## config.mk

```make
export PLATFORM = sky130hd
export DESIGN_NAME = deser_link_config_regs
export DESIGN_NICKNAME = d
export VERILOG_FILES = /design/src/design/gpi_forwarder.v /design/src/design/deser_link_config_regs.v
export VERILOG_INCLUDE_DIRS = /design/src /design/src/design
export SDC_FILE = /design/constraint.sdc
export NUM_CORES = 1
export LEC_CHECK = 0
export ABC_AREA = 0
export BUFFER_PORTS_ARGS = -buffer_cell sky130_fd_sc_hd__buf_2
export CAP_MARGIN = 20
export CORE_MARGIN = 3
export CORE_UTILIZATION = 40
export DETAILED_ROUTE_END_ITERATION = 8
export SLEW_MARGIN = 20
export SYNTH_ARGS = -nofsm -noshare
export SYNTH_HDL_FRONTEND = slang
export SYNTH_SLANG_ARGS = --single-unit
```

## constraint.sdc

```tcl
create_clock -name REF_CLK -period 2.2 [get_ports REF_CLK]
set_input_delay 0.22 -clock REF_CLK [delete_from_list [all_inputs] [get_ports REF_CLK]]
set_output_delay 0.22 -clock REF_CLK [all_outputs]
set_load 0.03 [all_outputs]
```

## src/design/deser_link_config_regs_defines.vh

```
/*
 Constants for the deserializer link configuration register bank:
 register addresses, field positions, reset values and timing figures.
 Assumes a single 100 MHz reference clock; included by its bare name.
*/
// Overview of operation
// - While the config lock bit is set, writes to any address partner_bus_address through 0x1F are ignored.
// - The own address leaves reset as 1001000 or 1001001, chosen by the cable type select level.
// - Pixel clock range code 00 is 12.5-25 MHz, 01 is 25-50 MHz, 10 is forbidden, 11 auto.
// - Serial rate code 00 is 0.5-1 Gbps, 01 is 1-2 Gbps, 10 and 11 detect automatically.
// - After lock the modulation rate is calibrated once, or every 2, 16 or 256 ms by code.
// - A zero sawtooth divider field means autocalibrate, any other value is the divider.
// - A general purpose input change reaches the far end output within 0.35 ms.
`ifndef DESER_LINK_CONFIG_REGS_DEFINES_VH
`define DESER_LINK_CONFIG_REGS_DEFINES_VH

// Register addresses
`define ADDR_PARTNER        8'h00
`define ADDR_OWN_LOCK       8'h01
`define ADDR_SPREAD_RANGE   8'h02
`define ADDR_MOD_CAL        8'h03
`define LOCK_LAST_ADDR      8'h1F

// Reset values
`define PARTNER_ADDR_RST    7'h40
`define OWN_ADDR_RST        7'h48
`define OWN_ADDR_UPPER      6'h24
`define SPREAD_RST          2'h0
`define PCLK_RANGE_RST      2'h3
`define SERIAL_RATE_RST     2'h3
`define RECAL_RST           2'h0
`define SAWTOOTH_RST        5'h00

// Reserved field read values
`define RSVD_ADDR_LSB       1'h0
`define RSVD_SPREAD_MID     2'h1
`define RSVD_MOD_CAL_BIT    1'h0

// Field positions within the data byte
`define FLD_ADDR            7:1
`define FLD_LOCK            0
`define FLD_SPREAD          7:6
`define FLD_PCLK            3:2
`define FLD_RATE            1:0
`define FLD_RECAL           7:6
`define FLD_SAWTOOTH        4:0

// Field codes
`define PCLK_LOW            2'h0
`define PCLK_HIGH           2'h1
`define PCLK_FORBIDDEN      2'h2
`define RATE_LOW            2'h0
`define RATE_HIGH           2'h1
`define RECAL_ONCE          2'h0
`define RECAL_CODE_2        2'h1
`define RECAL_CODE_16       2'h2

// Timing
`define CLK_FREQ_KHZ        100000
`define RECAL_INT_2_MS      9'h002
`define RECAL_INT_16_MS     9'h010
`define RECAL_INT_256_MS    9'h100
`define GPI_DELAY_US        350
`define CYCLES_PER_MS       (`CLK_FREQ_KHZ)
`define GPI_HOLDOFF_CYCLES  ((`CLK_FREQ_KHZ * `GPI_DELAY_US) / 1000)

`endif

```

## src/design/gpi_forwarder.v

```verilog
/*
 General purpose input forwarder: sends each level change of the input
 toward the far end output as a level plus a one-cycle strobe.
 Assumes the input is synchronous to the clock and spaced by its driver.
*/
module gpi_forwarder #(
	parameter HOLDOFF_CYCLES = 35000,
	parameter CNT_W          = 16
) (
	// Clock and reset
	input  wire             clk,
	input  wire             arst_n,
	// Local input
	input  wire             level_in,
	// Toward the far end
	output reg              fwd_level,
	output reg              fwd_strobe
);

	localparam integer     HOLD_INT  = HOLDOFF_CYCLES - 1;
	localparam [CNT_W-1:0] HOLD_LAST = HOLD_INT[CNT_W-1:0];

	reg [CNT_W-1:0] hold;

	// Holdoff keeps link traffic bounded; with spaced inputs it never delays
	always @(posedge clk or negedge arst_n) begin
		if (!arst_n) begin
			fwd_level  <= 1'b0;
			fwd_strobe <= 1'b0;
			hold       <= {CNT_W{1'b0}};
		end else begin
			fwd_strobe <= 1'b0;
			if (level_in != fwd_level && hold == {CNT_W{1'b0}}) begin
				fwd_level  <= level_in;
				fwd_strobe <= 1'b1;
				hold       <= HOLD_LAST;
			end else if (hold != {CNT_W{1'b0}}) begin
				hold <= hold - 1'b1;
			end
		end
	end

endmodule

```

## src/design/deser_link_config_regs.v

```verilog
/*
 Link configuration register bank of the deserializer: partner and own
 bus addresses, config lock, spread and range selection, modulation
 recalibration scheduling, and general purpose input forwarding.
 Assumes the control channel delivers one-cycle read and write strobes
 synchronous to REF_CLK, and that lock and detected ranges come from
 the link receiver on the same clock.
*/
`include "deser_link_config_regs_defines.vh"

module deser_link_config_regs #(
	parameter MS_CYCLES   = `CYCLES_PER_MS,
	parameter GPI_HOLDOFF = `GPI_HOLDOFF_CYCLES,
	parameter DIV_W       = 17
) (
	// Clock and reset
	input  wire       REF_CLK,
	input  wire       ARST_N,
	// Control channel register port
	input  wire       REG_WR,
	input  wire       REG_RD,
	input  wire [7:0] REG_ADDR,
	input  wire [7:0] REG_WDATA,
	output reg  [7:0] REG_RDATA,
	output reg        REG_ACK,
	output reg        REG_WIGNORED,
	// Strap
	input  wire       CABLE_TYPE_SELECT_INPUT,
	// Link receiver status
	input  wire       LINK_LOCKED,
	input  wire       DETECTED_PCLK_HIGH,
	input  wire       DETECTED_RATE_HIGH,
	// Configuration outputs
	output reg  [6:0] PARTNER_ADDRESS_FIELD,
	output reg  [6:0] OWN_ADDRESS_FIELD,
	output reg        CONFIG_LOCK_BIT,
	output reg  [1:0] SPREAD_AMOUNT,
	output reg        PCLK_RANGE_HIGH,
	output reg        PCLK_RANGE_AUTO,
	output reg        SERIAL_RATE_HIGH,
	output reg        SERIAL_RATE_AUTO,
	output reg        MOD_CAL_START,
	output reg        SAWTOOTH_AUTO,
	output reg  [4:0] SAWTOOTH_DIVIDER_FIELD,
	// General purpose forwarding
	input  wire       GENERAL_PURPOSE_INPUT,
	output wire       GENERAL_PURPOSE_OUTPUT,
	output wire       GPO_UPDATE
);

	localparam ST_UNLOCKED = 1'b0;
	localparam ST_TRACK    = 1'b1;

	localparam integer     MS_INT  = MS_CYCLES - 1;
	localparam [DIV_W-1:0] MS_LAST = MS_INT[DIV_W-1:0];

	reg  [1:0] pixel_clock_range_field;
	reg  [1:0] serial_rate_range_field;
	reg  [1:0] modulation_recal_interval;
	reg        strap_pending;
	reg  [7:0] read_word;

	reg             state;
	reg             lock_d;
	reg [DIV_W-1:0] ms_div;
	reg             ms_tick;
	reg [8:0]       ms_count;

	wire       wr_blocked;
	wire       wr_ok;
	wire       lock_rise;
	wire [8:0] recal_target;

	// Interval code to milliseconds, zero for calibrate-once
	function [8:0] interval_ms;
		input [1:0] code;
		begin
			case (code)
				`RECAL_ONCE:    interval_ms = 9'h000;
				`RECAL_CODE_2:  interval_ms = `RECAL_INT_2_MS;
				`RECAL_CODE_16: interval_ms = `RECAL_INT_16_MS;
				default:        interval_ms = `RECAL_INT_256_MS;
			endcase
		end
	endfunction

	// The lock also guards its own register, so it holds until reset
	assign wr_blocked = REG_WR && CONFIG_LOCK_BIT && (REG_ADDR <= `LOCK_LAST_ADDR);
	assign wr_ok      = REG_WR && !wr_blocked;

	// Register writes and strap capture
	always @(posedge REF_CLK or negedge ARST_N) begin
		if (!ARST_N) begin
			PARTNER_ADDRESS_FIELD     <= `PARTNER_ADDR_RST;
			OWN_ADDRESS_FIELD         <= `OWN_ADDR_RST;
			CONFIG_LOCK_BIT           <= 1'b0;
			SPREAD_AMOUNT             <= `SPREAD_RST;
			pixel_clock_range_field   <= `PCLK_RANGE_RST;
			serial_rate_range_field   <= `SERIAL_RATE_RST;
			modulation_recal_interval <= `RECAL_RST;
			SAWTOOTH_DIVIDER_FIELD    <= `SAWTOOTH_RST;
			strap_pending             <= 1'b1;
		end else begin
			if (wr_ok) begin
				case (REG_ADDR)
					`ADDR_PARTNER: begin
						PARTNER_ADDRESS_FIELD <= REG_WDATA[`FLD_ADDR];
					end
					`ADDR_OWN_LOCK: begin
						OWN_ADDRESS_FIELD <= REG_WDATA[`FLD_ADDR];
						CONFIG_LOCK_BIT   <= REG_WDATA[`FLD_LOCK];
					end
					`ADDR_SPREAD_RANGE: begin
						SPREAD_AMOUNT           <= REG_WDATA[`FLD_SPREAD];
						pixel_clock_range_field <= REG_WDATA[`FLD_PCLK];
						serial_rate_range_field <= REG_WDATA[`FLD_RATE];
					end
					`ADDR_MOD_CAL: begin
						modulation_recal_interval <= REG_WDATA[`FLD_RECAL];
						SAWTOOTH_DIVIDER_FIELD    <= REG_WDATA[`FLD_SAWTOOTH];
					end
					default: begin
					end
				endcase
			end
			// Strap is sampled after release; it beats a write in that cycle
			if (strap_pending) begin
				OWN_ADDRESS_FIELD <= {`OWN_ADDR_UPPER, CABLE_TYPE_SELECT_INPUT};
				strap_pending     <= 1'b0;
			end
		end
	end

	// Read mux; unmapped addresses read as zero
	always @* begin
		read_word = 8'h00;
		case (REG_ADDR)
			`ADDR_PARTNER:      read_word = {PARTNER_ADDRESS_FIELD, `RSVD_ADDR_LSB};
			`ADDR_OWN_LOCK:     read_word = {OWN_ADDRESS_FIELD, CONFIG_LOCK_BIT};
			`ADDR_SPREAD_RANGE: read_word = {SPREAD_AMOUNT, `RSVD_SPREAD_MID,
				pixel_clock_range_field, serial_rate_range_field};
			`ADDR_MOD_CAL:      read_word = {modulation_recal_interval, `RSVD_MOD_CAL_BIT,
				SAWTOOTH_DIVIDER_FIELD};
			default:            read_word = 8'h00;
		endcase
	end

	// Answer one cycle after the strobe; read data is the pre-write value
	always @(posedge REF_CLK or negedge ARST_N) begin
		if (!ARST_N) begin
			REG_RDATA    <= 8'h00;
			REG_ACK      <= 1'b0;
			REG_WIGNORED <= 1'b0;
		end else begin
			REG_ACK      <= REG_WR | REG_RD;
			REG_WIGNORED <= wr_blocked;
			if (REG_RD) begin
				REG_RDATA <= read_word;
			end
		end
	end

	// Effective range and divider selection, one cycle behind the fields
	always @(posedge REF_CLK or negedge ARST_N) begin
		if (!ARST_N) begin
			PCLK_RANGE_HIGH  <= 1'b0;
			PCLK_RANGE_AUTO  <= 1'b1;
			SERIAL_RATE_HIGH <= 1'b0;
			SERIAL_RATE_AUTO <= 1'b1;
			SAWTOOTH_AUTO    <= 1'b1;
		end else begin
			// Forbidden pixel code falls back to detection rather than guess
			case (pixel_clock_range_field)
				`PCLK_LOW: begin
					PCLK_RANGE_AUTO <= 1'b0;
					PCLK_RANGE_HIGH <= 1'b0;
				end
				`PCLK_HIGH: begin
					PCLK_RANGE_AUTO <= 1'b0;
					PCLK_RANGE_HIGH <= 1'b1;
				end
				default: begin
					PCLK_RANGE_AUTO <= 1'b1;
					PCLK_RANGE_HIGH <= DETECTED_PCLK_HIGH;
				end
			endcase
			case (serial_rate_range_field)
				`RATE_LOW: begin
					SERIAL_RATE_AUTO <= 1'b0;
					SERIAL_RATE_HIGH <= 1'b0;
				end
				`RATE_HIGH: begin
					SERIAL_RATE_AUTO <= 1'b0;
					SERIAL_RATE_HIGH <= 1'b1;
				end
				default: begin
					SERIAL_RATE_AUTO <= 1'b1;
					SERIAL_RATE_HIGH <= DETECTED_RATE_HIGH;
				end
			endcase
			SAWTOOTH_AUTO <= (SAWTOOTH_DIVIDER_FIELD == `SAWTOOTH_RST);
		end
	end

	assign lock_rise    = LINK_LOCKED && !lock_d;
	assign recal_target = interval_ms(modulation_recal_interval);

	// Millisecond enable, restarted at each lock so intervals are exact
	always @(posedge REF_CLK or negedge ARST_N) begin
		if (!ARST_N) begin
			ms_div  <= {DIV_W{1'b0}};
			ms_tick <= 1'b0;
		end else begin
			ms_tick <= 1'b0;
			if (lock_rise || ms_div == MS_LAST) begin
				ms_div  <= {DIV_W{1'b0}};
				ms_tick <= !lock_rise;
			end else begin
				ms_div <= ms_div + 1'b1;
			end
		end
	end

	// Modulation calibration scheduler
	always @(posedge REF_CLK or negedge ARST_N) begin
		if (!ARST_N) begin
			state         <= ST_UNLOCKED;
			lock_d        <= 1'b0;
			ms_count      <= 9'h000;
			MOD_CAL_START <= 1'b0;
		end else begin
			lock_d        <= LINK_LOCKED;
			MOD_CAL_START <= 1'b0;
			case (state)
				ST_UNLOCKED: begin
					if (lock_rise) begin
						MOD_CAL_START <= 1'b1;
						ms_count      <= 9'h000;
						state         <= ST_TRACK;
					end
				end
				ST_TRACK: begin
					if (!LINK_LOCKED) begin
						state <= ST_UNLOCKED;
					end else if (recal_target == 9'h000) begin
						ms_count <= 9'h000;
					end else if (ms_tick) begin
						// Shortening the interval below the count reached fires on the next millisecond tick
						if (ms_count >= recal_target - 9'h001) begin
							ms_count      <= 9'h000;
							MOD_CAL_START <= 1'b1;
						end else begin
							ms_count <= ms_count + 9'h001;
						end
					end
				end
				default: begin
					state <= ST_UNLOCKED;
				end
			endcase
		end
	end

	gpi_forwarder #(
		.HOLDOFF_CYCLES (GPI_HOLDOFF),
		.CNT_W          (16)
	) u_gpi_forwarder (
		.clk        (REF_CLK),
		.arst_n     (ARST_N),
		.level_in   (GENERAL_PURPOSE_INPUT),
		.fwd_level  (GENERAL_PURPOSE_OUTPUT),
		.fwd_strobe (GPO_UPDATE)
	);

endmodule

```

# Word-level counts from Yosys, hierarchy flattened
# Index checks and enable logic that the tools add are counted.
[word_totals]
regBits = 92
elab_cells = 102
[op_classes]
add_sub_neg = 4
order_cmp = 2
n_eq_ne = 12
muxes = 28
bitwise_logic = 2
reduce_logical = 28
[op_table]
columns = ["cell", "count"]
rows = [
  ["$mux W9", 5],
  ["$mux W16", 2],
  ["$pmux W8 S4", 1],
  ["$pmux W9 S3", 1],
  ["$mux W7", 3],
  ["$pmux W9 S2", 1],
  ["$add A17 B1 Y17 const B", 1],
  ["$eq A17 B17 Y1 const B", 1],
  ["$mux W17", 1],
  ["$eq A8 B2 Y1 const B", 2],
  ["$logic_not A16 Y1", 1],
  ["$reduce_bool A16 Y1", 1],
  ["$sub A16 B1 Y16 const B", 1],
  ["$mux W1", 10],
  ["$reduce_and A2 Y1", 5],
  ["$add A9 B1 Y9 const B", 1],
  ["$ge A9 B9 Y1", 1],
  ["$logic_not A9 Y1", 1],
  ["$sub A9 B1 Y9 const B", 1],
  ["$eq A8 B1 Y1 const B", 1],
  ["$le A8 B5 Y1 const B", 1],
  ["$logic_not A8 Y1", 1],
  ["$pmux W1 S2", 4],
  ["$eq A2 B1 Y1 const B", 3],
  ["other kinds (14)", 26],
]

# Longest topological paths before layout
[depth]
depth_word = 9
mapped_depth = 9
depth_no_buf = 9

# Modules after synthesis
# A second synthesis with hierarchy kept.
[hier_totals]
cells_unflattened = 409
area_unflattened_um2 = 4520.6
[by_module_without_submodules]
columns = ["module", "n_inst", "cells_per_inst", "area_per_inst_um2", "seq_area_each_um2"]
rows = [
  ["deser_link_config_regs", 1, 316, 3522.1, 1865.5],
  ["gpi_forwarder", 1, 93, 998.5, 450.4],
]

# Worst setup path after synthesis
# OpenSTA, ideal clock, no wires.
[synth_timing]
kind = "register -> register"
start = "reg modulation_recal_interval[0]"
end = "reg ms_count[3]"
setup_time_ns = 0.134
arrival_ns = 1.873
slack_ns = 0.193
path_stages_with_launch = 9
n_path_buf = 0
period_less_slack_ns = 2.007
path_cell_list = "dfrtp_1 inv_1 ha_1 ha_1 nand4_1 nor3b_1 a21oi_1 a21oi_1 nor2_1"
[synth_via]
elab_chain_cells = 9
elab_cells_between_ends = 14
classes_between = "add/sub (1); order compare (1); eq/ne (3); mux (6); reduce/logical (3)"
[synth_lines]
columns = ["element", "line_no", "source"]
rows = [
  ["start: declaration", "deser_link_config_regs.v:59", "reg [1:0] modulation_recal_interval;"],
  ["start signal: assignment", "deser_link_config_regs.v:100", "modulation_recal_interval <= `RECAL_RST;"],
  ["start signal: assignment", "deser_link_config_regs.v:119", "modulation_recal_interval <= REG_WDATA[`FLD_RECAL];"],
  ["$eq A2 B2 Y1 (tied with other cells)", "deser_link_config_regs.v:78", "case (code)"],
  ["$pmux W9 S3 (*)", "deser_link_config_regs.v:78", ""],
  ["$sub A9 B1 Y9", "deser_link_config_regs.v:249", "if (ms_count >= recal_target - 9'h001) begin"],
  ["$ge A9 B9 Y1", "deser_link_config_regs.v:249", ""],
  ["$mux W9", "deser_link_config_regs.v:249", ""],
  ["$mux W9", "deser_link_config_regs.v:247", "end else if (ms_tick) begin"],
  ["$mux W9", "deser_link_config_regs.v:245", "end else if (recal_target == 9'h000) begin"],
  ["$mux W9", "deser_link_config_regs.v:243", "if (!LINK_LOCKED) begin"],
  ["$pmux W9 S2", "deser_link_config_regs.v:234", "case (state)"],
  ["end signal: assignment", "deser_link_config_regs.v:253", "ms_count <= ms_count + 9'h001;"],
  ["end: declaration", "deser_link_config_regs.v:67", "reg [8:0] ms_count;"],
]
# Mark *: on every way between the ends. The rest lies on a longest branch, timed or not. The select of a mux whose other input is x is not followed.
# A chain may end at the register's enable or synchronous reset.

# Worst setup path in the final report
[layout_timing]
start = "reg modulation_recal_interval[0]"
end = "reg ms_count[2]"
# The elaborated chain is that of the path after synthesis.

==> results by group <==
Power
  • Power Density: 770 nW/um^2
  • Peak supply drop: 0.338 mV
  • Psw: 1.10 mW
  • Total power: 4.03 mW
  • Power Internal: 2.93 mW
  • P_leak: 2.46 nW
  • Logic gate share of total power: 14.9%
  • Clk network pwr share: 33.7%
  • Flop pwr share: 51.4%
  • Net Sw Frac: 27.2%

Die
  • Chip Height: 111 um
  • Std cell rows: 37
  • Core box area: 10500 sq um
  • Die area: 12300 sq um
  • Ports: 65
  • Die width: 111 um
  • Starting Density: 41.9%

Logic synthesis
  • Synth Register Bits: 92
  • Sequential area share after synthesis: 52.6%
  • Top cells by area, synth: dfrtp_1 46%, dfstp_2 6.6%, mux2_2 6.4%
  • Synth area leader: dfrtp_1
  • Number of synthesized flops with an enable pin: 0
  • Syn_area_per_cell: 11.2 sq um
  • Yosys top cell area share: 46.0%
  • Post-Syn Instances: 393
  • Post-synthesis cell type count: 57
  • Mapped Area: 4410 sq um
  • FFs w/ async S/R, synth: 100%
  • Yosys warnings: 0
  • Syn nets: 430
  • Top FF cell, synth: dfrtp_1

Setup path
  • CP Buf/Inv Count: 2
  • Worst path slowest cell: dfrtp_1
  • Startpoint Class: flip-flop
  • Worst path cell trace: buf_4, ha_1, ha_1, a221oi_2, nor3b_2, a21oi_1, buf_4, a41oi_1, a21oi_1
  • Arr. time, crit path: 2.39 ns
  • Setup crit end kind: flip-flop
  • CP peak stage delay: 0.39 ns
  • Crit Path Max Fanout: 4
  • Crit path max-delay family: compound AO/OA/AOI/OAI gates
  • Setup CP Type: flip-flop to flip-flop
  • WP depth: 9
  • Worst Reg2Reg Path Length in Cells: 9
  • Critical Path RT: 2.49 ns

Route
  • Via/cell ratio: 5.10
  • Drt pass-1 iters: 4
  • Initial DRC Count: 149
  • DR WL/cell: 14.7 um
  • Routed WL: 8.98 mm
  • Drt drc: 0
  • Routed via count: 3123
  • ANT nets after route: 0

Timing
  • Final Cycle Share: 95.4%
  • Hold slack final: 0.0307 ns
  • Fmax achieved: 0.476 GHz
  • Finish-stage setup viols: 0
  • Final hold viol count: 0
  • Worst clock skew: 0.0102 ns
  • Pins Over Slew Limit: 0
  • Unrepaired setup endpoints after global routing: yes
  • Setup tns final: 0 ns
  • Headroom to the max-slew limit: 62.9%
  • Worst-Margin Slew: 0.552 ns
  • Crit path time final: 2.10 ns
  • PnR worst setup slack: 0.101 ns

Layout
  • Storage element area: 2320 sq um
  • Fraction of layout cells with a size suffix above 1: 30.0%
  • Multi-input gate area: 1990 sq um
  • Fillers: 935
  • P&R area growth vs syn: 18.6%
  • N_diodes: 0
  • NumNets Final: 508

Worst hold path
  • HP Class: input pin to flip-flop
  • Hold Crit Depth: 1

Clocking
  • Clock-pin slew on the worst setup and hold paths: 0.09 ns
  • H-tree levels: 3
  • Clock root buffer master: clkbuf_8
  • Clk Latency, worst-skew pair: 0.36 ns
  • TritonCTS clock tree: built
  • Clock tree sinks: 92
  • Total clock buffers created by CTS: 9
  • Clk buf depth: 2

GRT
  • Vias in the first global route: 3094
  • Largest net degree at the start of global routing: 42
  • Grt ovf: 0
  • Total track usage: 15.2%
  • Initial antenna violation count: 0
  • First-pass GRT wire length: 15.3 mm

Place
  • Place WS: 0.110 ns
  • Hpwl dp: 6.49 mm
  • # port buffers: 64
  • Routability cong.: 0.781

Flow run
  • Max Cap Viol: 0

Run status
  • Status: finished, final reports clean
-- Yosys cell counts (7+ instances only) --
library cell	count
a21oi_1	9
clkbuf_1	7
dfrtp_1	81
dfstp_2	11
ha_1	12
inv_1	17
mux2_2	25
mux2i_1	7
nand2_1	26
nand3_1	14
nand4_1	7
nor2_1	42
nor3_1	16
o21ai_0	14
xnor2_1	13
xor2_1	17
-- placed cells by master (no fill, tap or decap), drive strengths merged, types with 6 or more instances in the layout --
| master | netlist | routed |
|---|---|---|
| nand4 | 8 | 8 |
| clkbuf | 7 | 12 |
| xor2 | 17 | 17 |
| mux2i | 7 | 7 |
| nand2 | 27 | 27 |
| nor3 | 19 | 19 |
| nor2 | 42 | 42 |
| o21ai | 14 | 14 |
| inv | 17 | 17 |
| mux2 | 25 | 25 |
| a21oi | 9 | 9 |
| dfstp | 11 | 11 |
| buf | 4 | 77 |
| nor4 | 6 | 6 |
| ha | 12 | 12 |
| dfrtp | 81 | 81 |
| nand3 | 14 | 14 |
| xnor2 | 13 | 13 |
-- layer usage --
metal  track usage [%]  vias to the layer above  routed length [um]
met5                 0                        -                   0
met4              4.35                        0                  94
met3              4.31                        9                 371
met2              24.6                       57                4270
met1              19.8                     1513                4250
li1                  -                     1544                   -
-- cells by family after synthesis --
family	after synthesis	synth area share, %
simple gates	147	18.1
other cells	1	0.0851
mux	37	10.5
fa+ha+maj	12	3.41
compound gates	46	6.73
xor+xnor	30	5.96
flops	92	52.6
buf+inv	28	2.58
-- registers in the layout, summed over array words and instances (netlist names), 2 cells and up --
signal and flops:
ms_div 17, u_gpi_forwarder.hold 16, ms_count 9, REG_RDATA 8, OWN_ADDRESS_FIELD 7, PARTNER_ADDRESS_FIELD 7, SAWTOOTH_DIVIDER_FIELD 5, SPREAD_AMOUNT 2
modulation_recal_interval 2, pixel_clock_range_field 2, serial_rate_range_field 2
-- worst reg2reg max path, cell delays in order (launching register included) --
cell	delay (ns)
dfrtp_1	0.39
buf_4	0.15
ha_1	0.26
ha_1	0.31
a221oi_2	0.28
nor3b_2	0.08
a21oi_1	0.19
buf_4	0.16
a41oi_1	0.11
a21oi_1	0.13
-- cell type report --
class / count / area share, %
clock inverters: 4 / 1.89
well taps: 136 / 3.26
clock buffers: 12 / 2.78
inverters: 17 / 1.22
flip-flops and latches: 92 / 44.3
multi-input cells: 273 / 38.1
repair buffers: 78 / 8.48
-- worst paths after layout --
check,from,end,slack [ns]
max,modulation_recal_interval[0],ms_count[2],0.10
min,LINK_LOCKED,lock_d,0.03
min in group asynchronous,ARST_N,MOD_CAL_START,0.32
max in group asynchronous,ARST_N,u_gpi_forwarder.fwd_strobe,1.21
min reg2reg,serial_rate_range_field[1],SERIAL_RATE_AUTO,0.40
max reg2reg,modulation_recal_interval[0],ms_count[2],0.10
-- through the flow --
step | cells | cell area (sq um) | utilization [%]
after floorplan | 393 | 4410 | -
after global routing | 612 | 5230 | 49.7
after detailed placement | 592 | 4940 | 47.0
final | 612 | 5230 | 49.7
after global placement | 592 | 4940 | 47.0
after CTS | 609 | 5190 | 49.4
-- power groups by stage --
stage / Sequential (mW) / Clock (mW) / Combinational [mW]
after floorplan: 2.10 / 0 / 0.364
after global placement: 2.09 / 0 / 0.586
after detailed placement: 2.10 / 0 / 0.601
after CTS: 2.07 / 1.41 / 0.606
after global routing: 2.11 / 1.50 / 0.677
final: 2.07 / 1.36 / 0.600
-- timing repair --
item,4_1_cts,5_1_grt
gates resized for setup,0,2
endpoints found under the hold margin,25,0
endpoints found under the setup margin,0,10
setup buffers,0,3
hold buffers,1,0
Note: power is estimated with default switching activity, not from simulation.
